[src/verilog/mrtc_pkg.sv]
// Summary of operation
// - Whole timebase comes from the synchronised mains input, 50 or 60 Hz.
// - Counts tenths, seconds, minutes, hours, weekday, date, month and year.
// - Date rolls over per month length; February gets leap-year correction.
// - hour_format_24 selects 24-hour form or 12-hour form with PM bit.
// - After power-up the counters stay frozen until a clock register is written with the unlock bit set.
// - power_fail_flag is set at power-up after total supply loss.
// - Leap-year handling stays correct for every year through the limit year.
// - Two alarms take any time value; match status is readable from status_register.
// - An alarm field takes part in the match only when its MSB is set.
// - irq_mode_select clear gives single-event mode, set gives pulsed mode.
// - Single-event match drives alarm_interrupt_n low and sets the alarm flag.
// - Host clears an alarm flag by writing zero to its bit.
// - With auto_clear_on_read set, reading status_register clears alarm flags.
// - Pulsed alarm stays armed and pulses again on every later match.
// - Pulse recurrence follows the highest enabled alarm field.
// - Each pulsed match holds alarm_interrupt_n low 250 ms and sets the flag.
// - alarm_interrupt_n is an open-drain active-low output to the host.
// - Host access path is a bidirectional bus slave for register transfers.
// - A 128-byte user SRAM is readable and writable by the host.
// - Time registers read and write in BCD within their natural ranges.
// - subsecond_count is read-only and clears on any timekeeping write made with the unlock bit set.
// - A read of clock or alarm registers snapshots the time first.
package mrtc_pkg;
   // ------------------------------------------------------------
   // Register indices (byte address is four times the index)
   // ------------------------------------------------------------
   localparam logic [7:0] IDX_SEC = 8'h00;
   localparam logic [7:0] IDX_MIN = 8'h01;
   localparam logic [7:0] IDX_HOUR = 8'h02;
   localparam logic [7:0] IDX_DATE = 8'h03;
   localparam logic [7:0] IDX_MONTH = 8'h04;
   localparam logic [7:0] IDX_YEAR = 8'h05;
   localparam logic [7:0] IDX_DOW = 8'h06;
   localparam logic [7:0] IDX_SUBSEC = 8'h07;
   localparam logic [7:0] IDX_STATUS = 8'h08;
   localparam logic [7:0] IDX_INT = 8'h0C;
   localparam logic [7:0] IDX_MAINS = 8'h13;
   localparam logic [7:0] IDX_DST_LO = 8'h15;
   localparam logic [7:0] IDX_DST_HI = 8'h1C;
   localparam logic [7:0] IDX_ALM_LO = 8'h1D;
   localparam logic [7:0] IDX_ALM_HI = 8'h28;
   localparam logic [7:0] IDX_RAM_LO = 8'h80;
   localparam int RAM_BYTES = 128;
   localparam int ALM_FIELDS = 6;
   // ------------------------------------------------------------
   // Field positions and reset values
   // ------------------------------------------------------------
   localparam int BIT_PF = 0;
   localparam int BIT_ALARM0_FLAG = 4;
   localparam int BIT_AUTO_CLEAR_ON_READ = 7;
   localparam int BIT_CLOCK_WRITE_UNLOCK = 6;
   localparam int BIT_IM = 5;
   localparam int BIT_FMT24 = 7;
   localparam int BIT_PM = 5;
   localparam int BIT_HZ60 = 7;
   localparam int BIT_AC_EN = 6;
   localparam logic [7:0] RST_INT = 8'h01;
   localparam logic [7:0] RST_MAINS = 8'h00;
   localparam logic [7:0] RST_ALM_DATE = 8'h01;
   localparam logic [7:0] RST_ALM_OTHER = 8'h00;
   // ------------------------------------------------------------
   // Timing
   // ------------------------------------------------------------
   localparam int CLK_KHZ = 250_000;
   localparam int PULSE_MS = 250;
   localparam int PULSE_CYC = PULSE_MS * CLK_KHZ;
   localparam logic [2:0] DIV_50HZ = 3'h5;
   localparam logic [2:0] DIV_60HZ = 3'h6;
endpackage

[src/verilog/mrtc_top.sv]
`timescale 1ns/1ps
module mrtc_top #(
   parameter int PULSE_CYCLES = mrtc_pkg::PULSE_CYC
) (
   input wire logic clk,
   input wire logic rst,
   input wire logic psel,
   input wire logic penable,
   input wire logic pwrite,
   input wire logic [9:0] paddr,
   input wire logic [31:0] pwdata,
   output logic pready,
   output logic [31:0] prdata,
   output logic pslverr,
   input wire logic mains_clock_input,
   output logic alarm_interrupt_n_o,
   output logic alarm_interrupt_n_oe_n
);
   // ------------------------------------------------------------
   // Helpers
   // ------------------------------------------------------------
   function automatic logic [7:0] to_bcd(input logic [6:0] v);
      logic [6:0] t;
      logic [6:0] u;
      t = v / 7'd10;
      u = v % 7'd10;
      return {t[3:0], u[3:0]};
   endfunction

   function automatic logic [6:0] from_bcd(input logic [7:0] b);
      return 7'(7'(b[7:4]) * 7'd10 + 7'(b[3:0]));
   endfunction

   function automatic logic [4:0] month_len(input logic [3:0] m, input logic leap);
      logic [4:0] n;
      n = 5'd31;
      if (m == 4'd4 || m == 4'd6 || m == 4'd9 || m == 4'd11) begin
         n = 5'd30;
      end else if (m == 4'd2) begin
         n = leap ? 5'd29 : 5'd28;
      end
      return n;
   endfunction

   // ------------------------------------------------------------
   // Bus decode
   // ------------------------------------------------------------
   logic pready_q;
   logic [31:0] prdata_q;
   logic pslverr_q;
   logic [7:0] ctl_q;
   logic [7:0] mains_q;
   logic [7:0] snap_q [0:7];
   logic [7:0] alm_q [0:11];
   logic [7:0] ram_q [0:mrtc_pkg::RAM_BYTES-1];
   logic [1:0] flag_q;
   logic pf_q;

   wire [7:0] idx = paddr[9:2];
   wire is_rtc = idx <= mrtc_pkg::IDX_SUBSEC;
   wire is_sr = idx == mrtc_pkg::IDX_STATUS;
   wire is_int = idx == mrtc_pkg::IDX_INT;
   wire is_mains = idx == mrtc_pkg::IDX_MAINS;
   wire is_dst = idx >= mrtc_pkg::IDX_DST_LO && idx <= mrtc_pkg::IDX_DST_HI;
   wire is_alm = idx >= mrtc_pkg::IDX_ALM_LO && idx <= mrtc_pkg::IDX_ALM_HI;
   wire is_ram = idx >= mrtc_pkg::IDX_RAM_LO;
   wire mapped = is_rtc | is_sr | is_int | is_mains | is_dst | is_alm | is_ram;
   wire [7:0] alm_off = idx - mrtc_pkg::IDX_ALM_LO;
   wire setup = psel & ~penable;
   wire wr_fire = psel & penable & pready_q & pwrite;
   wire rd_fire = psel & penable & pready_q & ~pwrite;
   wire unlock = ctl_q[mrtc_pkg::BIT_CLOCK_WRITE_UNLOCK];
   wire pulsed = ctl_q[mrtc_pkg::BIT_IM];
   wire auto_clear_on_read = ctl_q[mrtc_pkg::BIT_AUTO_CLEAR_ON_READ];
   wire [1:0] ale = ctl_q[1:0];
   wire hz60 = mains_q[mrtc_pkg::BIT_HZ60];
   wire rtc_wr = wr_fire & is_rtc & unlock;
   wire sr_wr = wr_fire & is_sr;
   wire sr_rd = rd_fire & is_sr;
   wire [7:0] sr_val = {2'b00, flag_q, 3'b000, pf_q};
   wire [7:0] rd_val = is_rtc ? snap_q[idx[2:0]] :
                       is_sr ? sr_val :
                       is_int ? ctl_q :
                       is_mains ? mains_q :
                       is_alm ? alm_q[alm_off[3:0]] :
                       is_ram ? ram_q[idx[6:0]] : 8'h00;

   // ------------------------------------------------------------
   // Bus slave, one wait state
   // ------------------------------------------------------------
   always_ff @(posedge clk or posedge rst) begin
      if (rst) begin
         pready_q <= 1'b0;
         prdata_q <= 32'h0000_0000;
         pslverr_q <= 1'b0;
      end else begin
         pready_q <= psel & penable & ~pready_q;
         if (psel & penable & ~pready_q) begin
            prdata_q <= pwrite ? 32'h0000_0000 : {24'h00_0000, rd_val};
            pslverr_q <= ~mapped;
         end
      end
   end

   always_ff @(posedge clk) begin
      if (wr_fire & is_ram) begin
         ram_q[idx[6:0]] <= pwdata[7:0];
      end
   end

   // ------------------------------------------------------------
   // Mains timebase
   // ------------------------------------------------------------
   logic ac_s1_q;
   logic ac_s2_q;
   logic ac_s3_q;
   logic [2:0] cyc_q;
   logic tick_q;
   wire ac_edge = ac_s2_q & ~ac_s3_q;
   wire [2:0] div = hz60 ? mrtc_pkg::DIV_60HZ : mrtc_pkg::DIV_50HZ;
   wire cyc_end = cyc_q >= div - 3'd1;

   always_ff @(posedge clk or posedge rst) begin
      if (rst) begin
         ac_s1_q <= 1'b0;
         ac_s2_q <= 1'b0;
         ac_s3_q <= 1'b0;
         cyc_q <= 3'h0;
         tick_q <= 1'b0;
      end else begin
         ac_s1_q <= mains_clock_input;
         ac_s2_q <= ac_s1_q;
         ac_s3_q <= ac_s2_q;
         tick_q <= ac_edge & cyc_end;
         if (rtc_wr) begin
            cyc_q <= 3'h0;
         end else if (ac_edge) begin
            cyc_q <= cyc_end ? 3'h0 : cyc_q + 3'd1;
         end
      end
   end

   // ------------------------------------------------------------
   // Time counters (binary inside, BCD at the registers)
   // ------------------------------------------------------------
   logic run_q;
   logic [3:0] tenth_q;
   logic [5:0] sec_q;
   logic [5:0] min_q;
   logic [4:0] hour_q;
   logic [4:0] date_q;
   logic [3:0] month_q;
   logic [6:0] year_q;
   logic [2:0] dow_q;
   logic fmt24_q;

   wire leap = year_q[1:0] == 2'b00;
   wire [4:0] dim = month_len(month_q, leap);
   wire c_ten = tick_q & run_q & tenth_q == 4'd9;
   wire c_sec = c_ten & sec_q == 6'd59;
   wire c_min = c_sec & min_q == 6'd59;
   wire c_hr = c_min & hour_q == 5'd23;
   wire c_day = c_hr & date_q == dim;
   wire c_mon = c_day & month_q == 4'd12;
   wire [6:0] wr_bin = from_bcd(pwdata[7:0]);
   wire [6:0] w12 = from_bcd({3'b000, pwdata[4:0]});
   wire [6:0] w12h = (w12 == 7'd12) ? 7'd0 : w12;
   wire [6:0] w12p = w12h + (pwdata[mrtc_pkg::BIT_PM] ? 7'd12 : 7'd0);
   wire [6:0] hr_w = pwdata[7] ? from_bcd({2'b00, pwdata[5:0]}) : w12p;
   wire [4:0] h12 = (hour_q == 5'd0) ? 5'd12 : (hour_q > 5'd12) ? hour_q - 5'd12 : hour_q;
   wire [7:0] h12_b = to_bcd({2'b00, h12});
   wire [7:0] h24_b = to_bcd({2'b00, hour_q});
   wire [7:0] hr_reg = fmt24_q ? {2'b10, h24_b[5:0]} :
                       {2'b00, hour_q >= 5'd12, h12_b[4:0]};
   wire [7:0] cur [0:7];
   assign cur[0] = to_bcd({1'b0, sec_q});
   assign cur[1] = to_bcd({1'b0, min_q});
   assign cur[2] = hr_reg;
   assign cur[3] = to_bcd({2'b00, date_q});
   assign cur[4] = to_bcd({3'b000, month_q});
   assign cur[5] = to_bcd(year_q);
   assign cur[6] = {5'h00, dow_q};
   assign cur[7] = {4'h0, tenth_q};

   always_ff @(posedge clk or posedge rst) begin
      if (rst) begin
         run_q <= 1'b0;
         tenth_q <= 4'h0;
         sec_q <= 6'h00;
         min_q <= 6'h00;
         hour_q <= 5'h00;
         date_q <= 5'h01;
         month_q <= 4'h1;
         year_q <= 7'h00;
         dow_q <= 3'h0;
         fmt24_q <= 1'b0;
      end else if (rtc_wr) begin
         run_q <= 1'b1;
         tenth_q <= 4'h0;
         case (idx[2:0])
            3'd0: sec_q <= wr_bin[5:0];
            3'd1: min_q <= wr_bin[5:0];
            3'd2: begin
               hour_q <= hr_w[4:0];
               fmt24_q <= pwdata[mrtc_pkg::BIT_FMT24];
            end
            3'd3: date_q <= wr_bin[4:0];
            3'd4: month_q <= wr_bin[3:0];
            3'd5: year_q <= wr_bin;
            3'd6: dow_q <= pwdata[2:0];
            default: tenth_q <= 4'h0;
         endcase
      end else if (tick_q & run_q) begin
         tenth_q <= (tenth_q == 4'd9) ? 4'h0 : tenth_q + 4'd1;
         if (c_ten) begin
            sec_q <= (sec_q == 6'd59) ? 6'h00 : sec_q + 6'd1;
         end
         if (c_sec) begin
            min_q <= (min_q == 6'd59) ? 6'h00 : min_q + 6'd1;
         end
         if (c_min) begin
            hour_q <= (hour_q == 5'd23) ? 5'h00 : hour_q + 5'd1;
         end
         if (c_hr) begin
            date_q <= c_day ? 5'h01 : date_q + 5'd1;
            dow_q <= (dow_q == 3'd6) ? 3'h0 : dow_q + 3'd1;
         end
         if (c_day) begin
            month_q <= c_mon ? 4'h1 : month_q + 4'd1;
         end
         if (c_mon) begin
            year_q <= (year_q == 7'd99) ? 7'h00 : year_q + 7'd1;
         end
      end
   end

   // ------------------------------------------------------------
   // Read snapshot and control registers
   // ------------------------------------------------------------
   always_ff @(posedge clk or posedge rst) begin
      if (rst) begin
         for (int i = 0; i < 8; i++) begin
            snap_q[i] <= 8'h00;
         end
         ctl_q <= mrtc_pkg::RST_INT;
         mains_q <= mrtc_pkg::RST_MAINS;
      end else begin
         if (setup & ~pwrite & (is_rtc | is_alm)) begin
            for (int i = 0; i < 8; i++) begin
               snap_q[i] <= cur[i];
            end
         end
         if (wr_fire & is_int) begin
            ctl_q <= {pwdata[7:5], 3'b000, pwdata[1:0]};
         end
         if (wr_fire & is_mains) begin
            mains_q <= {pwdata[7:6], 6'h00};
         end
      end
   end

   // ------------------------------------------------------------
   // Alarms
   // ------------------------------------------------------------
   logic [1:0] match_prev_q;
   logic [1:0] rise;
   logic [31:0] pulse_q;
   logic irq_n_q;

   for (genvar g = 0; g < 2; g++) begin : g_alm
      logic [5:0] hit;
      logic [5:0] en;
      for (genvar k = 0; k < mrtc_pkg::ALM_FIELDS; k++) begin : g_fld
         localparam int C = (k == 5) ? 6 : k;
         assign en[k] = alm_q[g * 6 + k][7];
         assign hit[k] = ~en[k] | (alm_q[g * 6 + k][6:0] == cur[C][6:0]);
      end
      wire match = (&hit) & (|en) & run_q;
      assign rise[g] = match & ~match_prev_q[g];
      wire clr = (sr_wr & ~pwdata[mrtc_pkg::BIT_ALARM0_FLAG + g]) | (sr_rd & auto_clear_on_read);

      always_ff @(posedge clk or posedge rst) begin
         if (rst) begin
            match_prev_q[g] <= 1'b0;
            flag_q[g] <= 1'b0;
            for (int k = 0; k < mrtc_pkg::ALM_FIELDS; k++) begin
               alm_q[g * 6 + k] <= (k == 3 || k == 4) ? mrtc_pkg::RST_ALM_DATE :
                                   mrtc_pkg::RST_ALM_OTHER;
            end
         end else begin
            match_prev_q[g] <= match;
            flag_q[g] <= rise[g] | (flag_q[g] & ~clr);
            for (int k = 0; k < mrtc_pkg::ALM_FIELDS; k++) begin
               if (wr_fire & is_alm & alm_off[3:0] == 4'(g * 6 + k)) begin
                  alm_q[g * 6 + k] <= pwdata[7:0];
               end
            end
         end
      end
   end

   always_ff @(posedge clk or posedge rst) begin
      if (rst) begin
         pf_q <= 1'b1;
         pulse_q <= 32'h0000_0000;
         irq_n_q <= 1'b1;
      end else begin
         if (sr_wr & ~pwdata[mrtc_pkg::BIT_PF]) begin
            pf_q <= 1'b0;
         end
         if (pulsed & |(rise & ale)) begin
            pulse_q <= 32'(PULSE_CYCLES);
         end else if (pulse_q != 32'h0000_0000) begin
            pulse_q <= pulse_q - 32'd1;
         end
         irq_n_q <= pulsed ? pulse_q == 32'h0000_0000 : ~|(flag_q & ale);
      end
   end

   assign pready = pready_q;
   assign prdata = prdata_q;
   assign pslverr = pslverr_q;
   assign alarm_interrupt_n_o = 1'b0;
   assign alarm_interrupt_n_oe_n = irq_n_q;

   // ------------------------------------------------------------
   // Checks
   // ------------------------------------------------------------
   bus_wait_a: assert property (@(posedge clk) disable iff (rst)
      psel & penable & ~pready_q |=> pready_q ##1 ~pready_q)
      else $error("bus answer not one wait state");
   freeze_a: assert property (@(posedge clk) disable iff (rst)
      ~run_q & ~rtc_wr |=> $stable(tenth_q) & $stable(sec_q))
      else $error("clock counted before first write");
   pf_clear_a: assert property (@(posedge clk) disable iff (rst)
      $fell(pf_q) |-> $past(sr_wr) & ~$past(pwdata[0]))
      else $error("power fail flag cleared without write");
   subsec_clr_a: assert property (@(posedge clk) disable iff (rst)
      rtc_wr |=> tenth_q == 4'h0)
      else $error("subsecond not cleared on clock write");
   locked_wr_a: assert property (@(posedge clk) disable iff (rst)
      wr_fire & is_rtc & ~unlock & ~(tick_q & run_q) |=> $stable(sec_q) & $stable(min_q))
      else $error("locked clock write took effect");
   flag_set_a: assert property (@(posedge clk) disable iff (rst)
      rise[0] |=> flag_q[0])
      else $error("alarm flag not set on match");
   single_irq_a: assert property (@(posedge clk) disable iff (rst)
      ~pulsed & flag_q[0] & ale[0] |=> ~irq_n_q)
      else $error("single mode irq not asserted");
   pulse_len_a: assert property (@(posedge clk) disable iff (rst)
      pulsed & rise[0] & ale[0] |=> pulse_q == 32'(PULSE_CYCLES) ##1 ~irq_n_q)
      else $error("pulse not started");
   auto_clr_a: assert property (@(posedge clk) disable iff (rst)
      sr_rd & auto_clear_on_read & ~rise[0] |=> ~flag_q[0])
      else $error("auto clear on read failed");
   date_roll_a: assert property (@(posedge clk) disable iff (rst)
      c_day & ~rtc_wr |=> date_q == 5'h01)
      else $error("date did not roll to first");
   tenth_step_a: assert property (@(posedge clk) disable iff (rst)
      tick_q & run_q & ~rtc_wr & tenth_q != 4'd9 |=> tenth_q == $past(tenth_q) + 4'd1)
      else $error("tenths did not advance on tick");
   flag_clr_a: assert property (@(posedge clk) disable iff (rst)
      sr_wr & ~pwdata[mrtc_pkg::BIT_ALARM0_FLAG] & ~rise[0] |=> ~flag_q[0])
      else $error("alarm flag not cleared by write");
   snap_take_a: assert property (@(posedge clk) disable iff (rst)
      setup & ~pwrite & is_rtc |=> snap_q[0] == $past(cur[0]))
      else $error("read snapshot not taken");
   fmt_sel_a: assert property (@(posedge clk) disable iff (rst)
      rtc_wr & idx[2:0] == 3'd2 |=> fmt24_q == $past(pwdata[mrtc_pkg::BIT_FMT24]))
      else $error("hour format bit not stored");
   bus_err_a: assert property (@(posedge clk) disable iff (rst)
      psel & penable & ~pready_q & ~mapped |=> pslverr_q)
      else $error("unmapped access not flagged");
endmodule

[config.mk]
export PLATFORM = sky130hd
export DESIGN_NAME = mrtc_top
export DESIGN_NICKNAME = d
export VERILOG_FILES = /design/src/verilog/mrtc_pkg.sv /design/src/verilog/mrtc_top.sv
export SDC_FILE = /design/constraint.sdc
export NUM_CORES = 2
export LEC_CHECK = 0
export BUFFER_PORTS_ARGS = -buffer_cell sky130_fd_sc_hd__buf_4
export CORE_MARGIN = 3
export CORE_UTILIZATION = 30
export DETAILED_ROUTE_END_ITERATION = 8
export PLACE_DENSITY = 0.5
export REMOVE_ABC_BUFFERS = 1
export SYNTH_ARGS = -nofsm -noshare
export SYNTH_HDL_FRONTEND = slang
export SYNTH_SLANG_ARGS = --single-unit
[constraint.sdc]
create_clock -name clk -period 19.6 [get_ports clk]
set_input_delay 2.94 -clock clk [delete_from_list [all_inputs] [get_ports clk]]
set_output_delay 2.94 -clock clk [all_outputs]
set_load 0.03 [all_outputs]
# [Word level (Yosys, flattened, before mapping)]
# Memories as Yosys holds them, arrays and structs flattened.
# Cells that the tools add are included.
[classes] n_addsub=17 n_mul=3 div_mod_pow=14 magnitude_cmp=11 n_eq_ne=53 mux=69 n_bitwise=101 reduce_logical=35
[ops] op="8-bit two-way mux" count=12
[ops] op="7-bit == test" count=10
[ops] op="5-bit two-way mux" count=14
[ops] op="32-bit two-way mux" count=2
[ops] op="6-bit two-way mux" count=10
[ops] op="1-bit bitwise AND" count=50
[ops] op="4-bit two-way mux" count=9
[ops] op="7-bit two-way mux" count=5
[ops] op="8-bit binary-select mux with 4-bit select" count=1
[ops] op="4-bit == test, second input constant" count=8
[ops] op="32-bit zero test" count=1
[ops] op="32-bit nonzero test" count=1
[ops] op="32-bit by 1-bit subtractor with 32-bit output, second input constant" count=1
[ops] op="8-bit binary-select mux with 3-bit select" count=1
[ops] op="4-bit by 3-bit == test with 1-bit output, second input constant" count=6
[ops] op="3-bit two-way mux" count=8
[ops] op="1-bit inverter" count=24
[ops] op="1-bit OR" count=23
[ops] op="5-bit by 4-bit divider with 7-bit output, second input constant" count=3
[ops] op="5-bit by 4-bit modulo with 7-bit output, second input constant" count=3
[ops] op="3-bit AND reduction" count=7
[ops] op="2-bit nonzero test" count=9
[ops] op="8-bit by 4-bit == test with 1-bit output, second input constant" count=2
[ops] op="8-bit by 5-bit greater-or-equal comparator with 1-bit output, second input constant" count=2
[ops] op="other kinds (58)" count=91
[word_totals] ff_bits=279 ramBits=1024 in_bits=48 out_inout_bits=36 wordCells=351 memories=1
[memory_table] name="ram_q" depth=128 width=8 rd=1 rd_ports_with_merged_regs=0 wr=1 line_no="mrtc_top.sv:55" source="logic [7:0] ram_q [0:mrtc_pkg::RAM_BYTES-1];"

# [Longest topological paths before layout]
[depth] word_depth=15 depth_mapped=23 depth_no_buf=20

# [Worst setup path before layout]
# OpenSTA, ideal clock, no wires.
[synth_timing] kind="input to register" startpoint="in paddr[2]" endpoint="reg alm_q[65] in the netlist's numbering" setup_time_ns=0.125 arrival_time_ns=6.258 required_time_ns=19.475 slack_ns=13.217 cell_stages=17 path_buffers=7 path_cell_list="clkbuf_1 > buf_2 > inv_1 > clkbuf_1 > clkbuf_1 > ha_1 > clkbuf_1 > nand2_1 > a21oi_1 > a31oi_1 > nor3_1 > clkbuf_1 > nand2_1 > nor3b_1 > nand2_1 > clkbuf_1 > mux2_2"
[synth_between] elab_chain_cells=4 elab_cells_between_ends=7 classes_between="add/sub: 1; order compare: 2; eq/ne: 1; bitwise: 2; reduce/logical: 1"
[synth_lines] element="from (decl)" line_no="mrtc_top.sv:10" source="input wire logic [9:0] paddr,"
[synth_lines] element="8-bit by 5-bit greater-or-equal comparator with 1-bit output / 8-bit by 6-bit <= comparator with 1-bit output (equally long branches)" line_no="mrtc_top.sv:65" source="wire is_alm = idx >= mrtc_pkg::IDX_ALM_LO && idx <= mrtc_pkg::IDX_ALM_HI;"
[synth_lines] element="1-bit logical AND" line_no="mrtc_top.sv:65"
[synth_lines] element="1-bit bitwise AND" line_no="mrtc_top.sv:294" source="if (wr_fire & is_alm & alm_off[3:0] == 4'(g * 6 + k)) begin"
[synth_lines] element="1-bit bitwise AND (*)" line_no="mrtc_top.sv:294"
[synth_lines] element="to (signal, indexed assignment)" line_no="mrtc_top.sv:287" source="alm_q[g * 6 + k] <= (k == 3 || k == 4) ? mrtc_pkg::RST_ALM_DATE :"
[synth_lines] element="to (signal, indexed assignment)" line_no="mrtc_top.sv:295" source="alm_q[g * 6 + k] <= pwdata[7:0];"
[synth_lines] element="to (decl)" line_no="mrtc_top.sv:54" source="logic [7:0] alm_q [0:11];"
# Mark *: on every way between the ends. The rest lies on a longest branch, timed or not.
# A chain may end at the register's enable or synchronous reset.

# [Worst setup path in the final report]
[layout_timing] startpoint="in paddr[4]" endpoint="reg prdata_q[1], in the netlist prdata[1]"
[layout_between] elab_chain_cells=11 elab_cells_between_ends=25 classes_between="add/sub: 1; order compare: 4; eq/ne: 3; mux: 13; bitwise: 2; reduce/logical: 1; memory: 1"
[layout_lines] element="4-bit subtractor" line_no="mrtc_top.sv:68" source="wire [7:0] alm_off = idx - mrtc_pkg::IDX_ALM_LO;"
[layout_lines] element="4-bit inverter with 5-bit output (not written as such)" line_no="mrtc_top.sv:85" source="is_alm ? alm_q[alm_off[3:0]] :"
[layout_lines] element="8-bit binary-select mux with 4-bit select" line_no="mrtc_top.sv:85"
[layout_lines] element="8-bit two-way mux (not written as such) (2 in a row)" line_no="mrtc_top.sv:85"
[layout_lines] element="8-bit two-way mux" line_no="mrtc_top.sv:85"
[layout_lines] element="8-bit two-way mux" line_no="mrtc_top.sv:84" source="is_mains ? mains_q :"
[layout_lines] element="8-bit two-way mux" line_no="mrtc_top.sv:83" source="is_int ? ctl_q :"
[layout_lines] element="8-bit two-way mux" line_no="mrtc_top.sv:82" source="is_sr ? sr_val :"
[layout_lines] element="8-bit two-way mux (*)" line_no="mrtc_top.sv:81" source="wire [7:0] rd_val = is_rtc ? snap_q[idx[2:0]] :"
[layout_lines] element="8-bit two-way mux (*)" line_no="mrtc_top.sv:99" source="prdata_q <= pwrite ? 32'h0000_0000 : {24'h00_0000, rd_val};"
[layout_lines] element="to (signal assigned)" line_no="mrtc_top.sv:99"
[layout_lines] element="to (decl)" line_no="mrtc_top.sv:49" source="logic [31:0] prdata_q;"
# Mark *: on every way between the ends. The rest lies on a longest branch, timed or not. The select of a mux whose other input is x is not followed.

==> results.py <==
metrics = {
    "placed_design": {
        "dpl.hpwl_um": 106000,
        "io_buffer_count": 32,
        "gp_congestion": 0.843,
        "place_ws_ns": 11.39,
    },
    "timing": {
        "rsz0062_at_grt": "no",
        "final_max_slew_viol_count": 0,
        "post-route-period-util_pct": 38.0,
        "final.min_clock_period_ns": 7.44,
        "setup_viol": 0,
        "setup_tns_ns": 0,
        "tightest_slew_ns": 1.16,
        "worst_slack_ns": 12.16,
        "finalClockSkew_ns": 0.0573,
        "fmaxAchievable_ghz": 0.134,
        "hold_violations": 0,
        "max_slew_margin_pct": 21.5,
    },
    "setup_path": {
        "slowest_stage": "buf_4",
        "cp-end-kind": "flip-flop",
        "worstPathArrival_ns": 8.08,
        "critPathLaunchType": "input port",
        "crit_fanout": 40,
        "max_stage_delay_ns": 0.64,
        "required_ns": 20.24,
        "worst_path_most_repeated_cell": "buf_4",
        "worstPathCellList": "buf_4 > buf_4 > buf_4 > nor3_2 > buf_4 > buf_4 > a22o_1 > a221oi_1 > a31oi_1 > or4_1 > nor3_1 > nand3_1 > a221oi_1 > o21ai_0 > a22o_1",
        "crit_type": "input port to flip-flop",
    },
    "yosys": {
        "synth-edff-count": 1024,
        "ys.flop_type": "edfxtp_1",
        "syn_inst": 3864,
        "netlist_area_um2": 54000,
        "ys_seq_area_share_pct": 68.5,
        "yosysWarningCount": 0,
        "ys_top_cells_by_count": "edfxtp_1 (1,024), nor2_1 (295), a22oi_1 (265)",
        "synth_most_common_cell": "edfxtp_1",
        "synth-seq-cells": 1271,
        "ys_types": 92,
        "ys_top_cells_by_area": "edfxtp_1 (57%), dfrtp_1 (11%), a22oi_1 (3.7%), mux2_2 (2.4%), nor2_1 (2.1%)",
        "synth_area_per_cell_um2": 14.0,
        "ys_async_sr_fraction_pct": 19.4,
        "synth_top_cell_by_area": "edfxtp_1",
        "synth_top_area_share_pct": 57.0,
    },
    "floorplanning": {
        "die_w_um": 430,
        "ios": 84,
        "dieArea_um2": 185000,
        "coreArea_um2": 179000,
        "initial_core_util_pct": 30.2,
        "row_count": 155,
        "die_h_um": 430,
    },
    "clock_tree": {
        "cts_buffer_depth": 3,
        "cts_buffers": 138,
        "cts_root_buf": "clkbuf_16",
        "hold_buffers": 0,
        "clk_pin_slew_ns": 0.06,
        "clkSinkCount": 1271,
        "cts-resized-gates": 0,
        "post_cts_buffers": 0,
        "cts_tree": "built",
        "clk_latency_ns": 0.81,
        "cts_max_level": 4,
    },
    "final_layout": {
        "fill_cells": 17400,
        "layout.nets": 3974,
        "postLayoutCoreUtil_pct": 34.4,
        "syn_to_final_growth_pct": 13.7,
        "drive_above_1_share_pct": 12.8,
    },
    "detailed_routing": {
        "detail_route.drc_violations": 0,
        "drt_first_pass_iters": 6,
        "finalWirelength_um": 173000,
        "viasPerCell": 5.47,
        "via_count": 34600,
        "wire_per_inst_um": 27.4,
        "drt_iter0_markers": 3398,
        "ant_nets": 0,
    },
    "grt": {
        "grt_max_degree": 102,
        "antenna_found_initial": 10,
        "grt_use_met2_pct": 29.1,
        "grt_busiest_layer": "met2",
        "grt_pass1_wl_um": 248000,
        "grt_use_met3_pct": 3.15,
        "overflow": 0,
        "grtUsageMet1_pct": 25.4,
        "grt_pass1_vias": 33700,
        "grtUsageTotal_pct": 18.3,
    },
    "hold_path": {
        "hold_class": "flip-flop to flip-flop",
    },
    "pwr": {
        "p_leak_nw": 20.7,
        "power.density_nw_per_um2": 95.8,
        "ir_worst_vdd_uv": 75.0,
    },
    "run": {
        "maxCapViolCount": 0,
    },
    "outcome": {
        "status": "finished, final reports clean",
    },
}
==> path summary, 6_finish.rpt <==
path / from / end / slack, ns / depth (start not counted)
worst max-delay path: paddr[4] / prdata[1] / 12.16 / 15
max in group asynchronous: rst / alm_q[60] / 16.03 / 3
min in group asynchronous: rst / pulse_q[15] / 2.22 / 2
worst min register to register: ac_s1_q / ac_s2_q / 0.35 / 0
worst max register to register: hour_q[2] / pulse_q[16] / 13.16 / 20
worst min-delay path: ac_s1_q / ac_s2_q / 0.35 / 0
==> flip-flops by register name, summed over array words and instances, names as in the netlist, 2 cells and up <==
register and cells:
month_q 4, dow_q 3, alm_q 96, snap_q 47, ram_q 1024, mains_q 2
flag_q 2, match_prev_q 2, ctl_q 5, tenth_q 4, hour_q 5, prdata 8
sec_q 6, pulse_q 32, min_q 6, cyc_q 3, date_q 5, year_q 7
==> layout make-up <==
cell class	count	area (um2)	area share, %
multi-input combinational	2267	15700	25.7
clock buffer	179	3690	6.01
tap	2355	2950	4.80
timing repair buffer	112	891	1.45
antenna	2	5.00	0.00816
clock inverter	71	878	1.43
inverter	70	270	0.440
sequential	1271	36900	60.2
==> worst max-delay path, delay by kind of cell <==
kind | cells | cell delay (ns)
AOI/OAI and AO/OA | 6 | 1.74
buffers and inverters | 5 | 2.22
and+or+nand+nor | 4 | 1.00
==> cells in the final DEF, fill, tap and decap left out, types with 16 or more instances in the layout <==
cell type / instances
mux4_2: 32
ha_1: 63
buf_4: 108
a31oi_1: 82
a22oi_1: 265
clkinv_2: 16
mux2i_1: 40
xor2_1: 49
nor2b_1: 17
nand2_1: 219
a21oi_1: 88
xnor2_1: 57
nor3_1: 51
mux2_2: 117
nor2_1: 289
clkinv_1: 25
nand2b_1: 37
o211ai_1: 26
dfrtp_1: 238
nor4_1: 23
clkbuf_16: 138
a22o_1: 86
inv_1: 69
a221oi_1: 111
edfxtp_1: 1024
nand3_1: 52
nand4_1: 54
o21ai_0: 218
conb_1: 25
clkbuf_1: 33
==> where the power goes <==
part | leakage (nW) | total (mW) | switching [mW] | internal (mW)
Combinational | 6.02 | 0.298 | 0.221 | 0.0777
Sequential | 12.5 | 2.95 | 0.0163 | 2.93
Clock | 2.20 | 2.63 | 1.15 | 1.49
==> per-layer routing <==
metal | vias to the layer above | wire length [um]
met3 | 276 | 11800
met2 | 1329 | 81200
met5 | - | 13
li1 | 15100 | -
met4 | 2 | 5180
met1 | 18000 | 75200
==> kinds of logic (layout without fill, tap and decap cells) <==
group / Yosys count / count (layout) / share of synthesized area [%]
DFF: 1271 / 1271 / 68.5
AOI/OAI and AO/OA: 1029 / 1029 / 13.5
adders and majority gates: 66 / 66 / 1.57
buffers and inverters: 350 / 432 / 2.68
and+or+nand+nor: 849 / 849 / 7.45
xor gates and xnor gates: 108 / 108 / 1.78
muxes: 190 / 190 / 4.55
other: 1 / 27 / 0.00695
==> through the flow <==
stage / total power, mW / instance area (um2) / std cells / hold slack (ns)
after floorplan: 3.14 / 52900 / 3608 / 0.331
after global placement: 3.30 / 56800 / 6075 / 0.335
after detailed placement: 3.31 / 56800 / 6075 / 0.340
after CTS: 5.93 / 61400 / 6325 / 0.355
after global routing: 6.05 / 61400 / 6325 / 0.366
final: 5.88 / 61400 / 6327 / 0.350
Power figures use the tool's default switching activity.
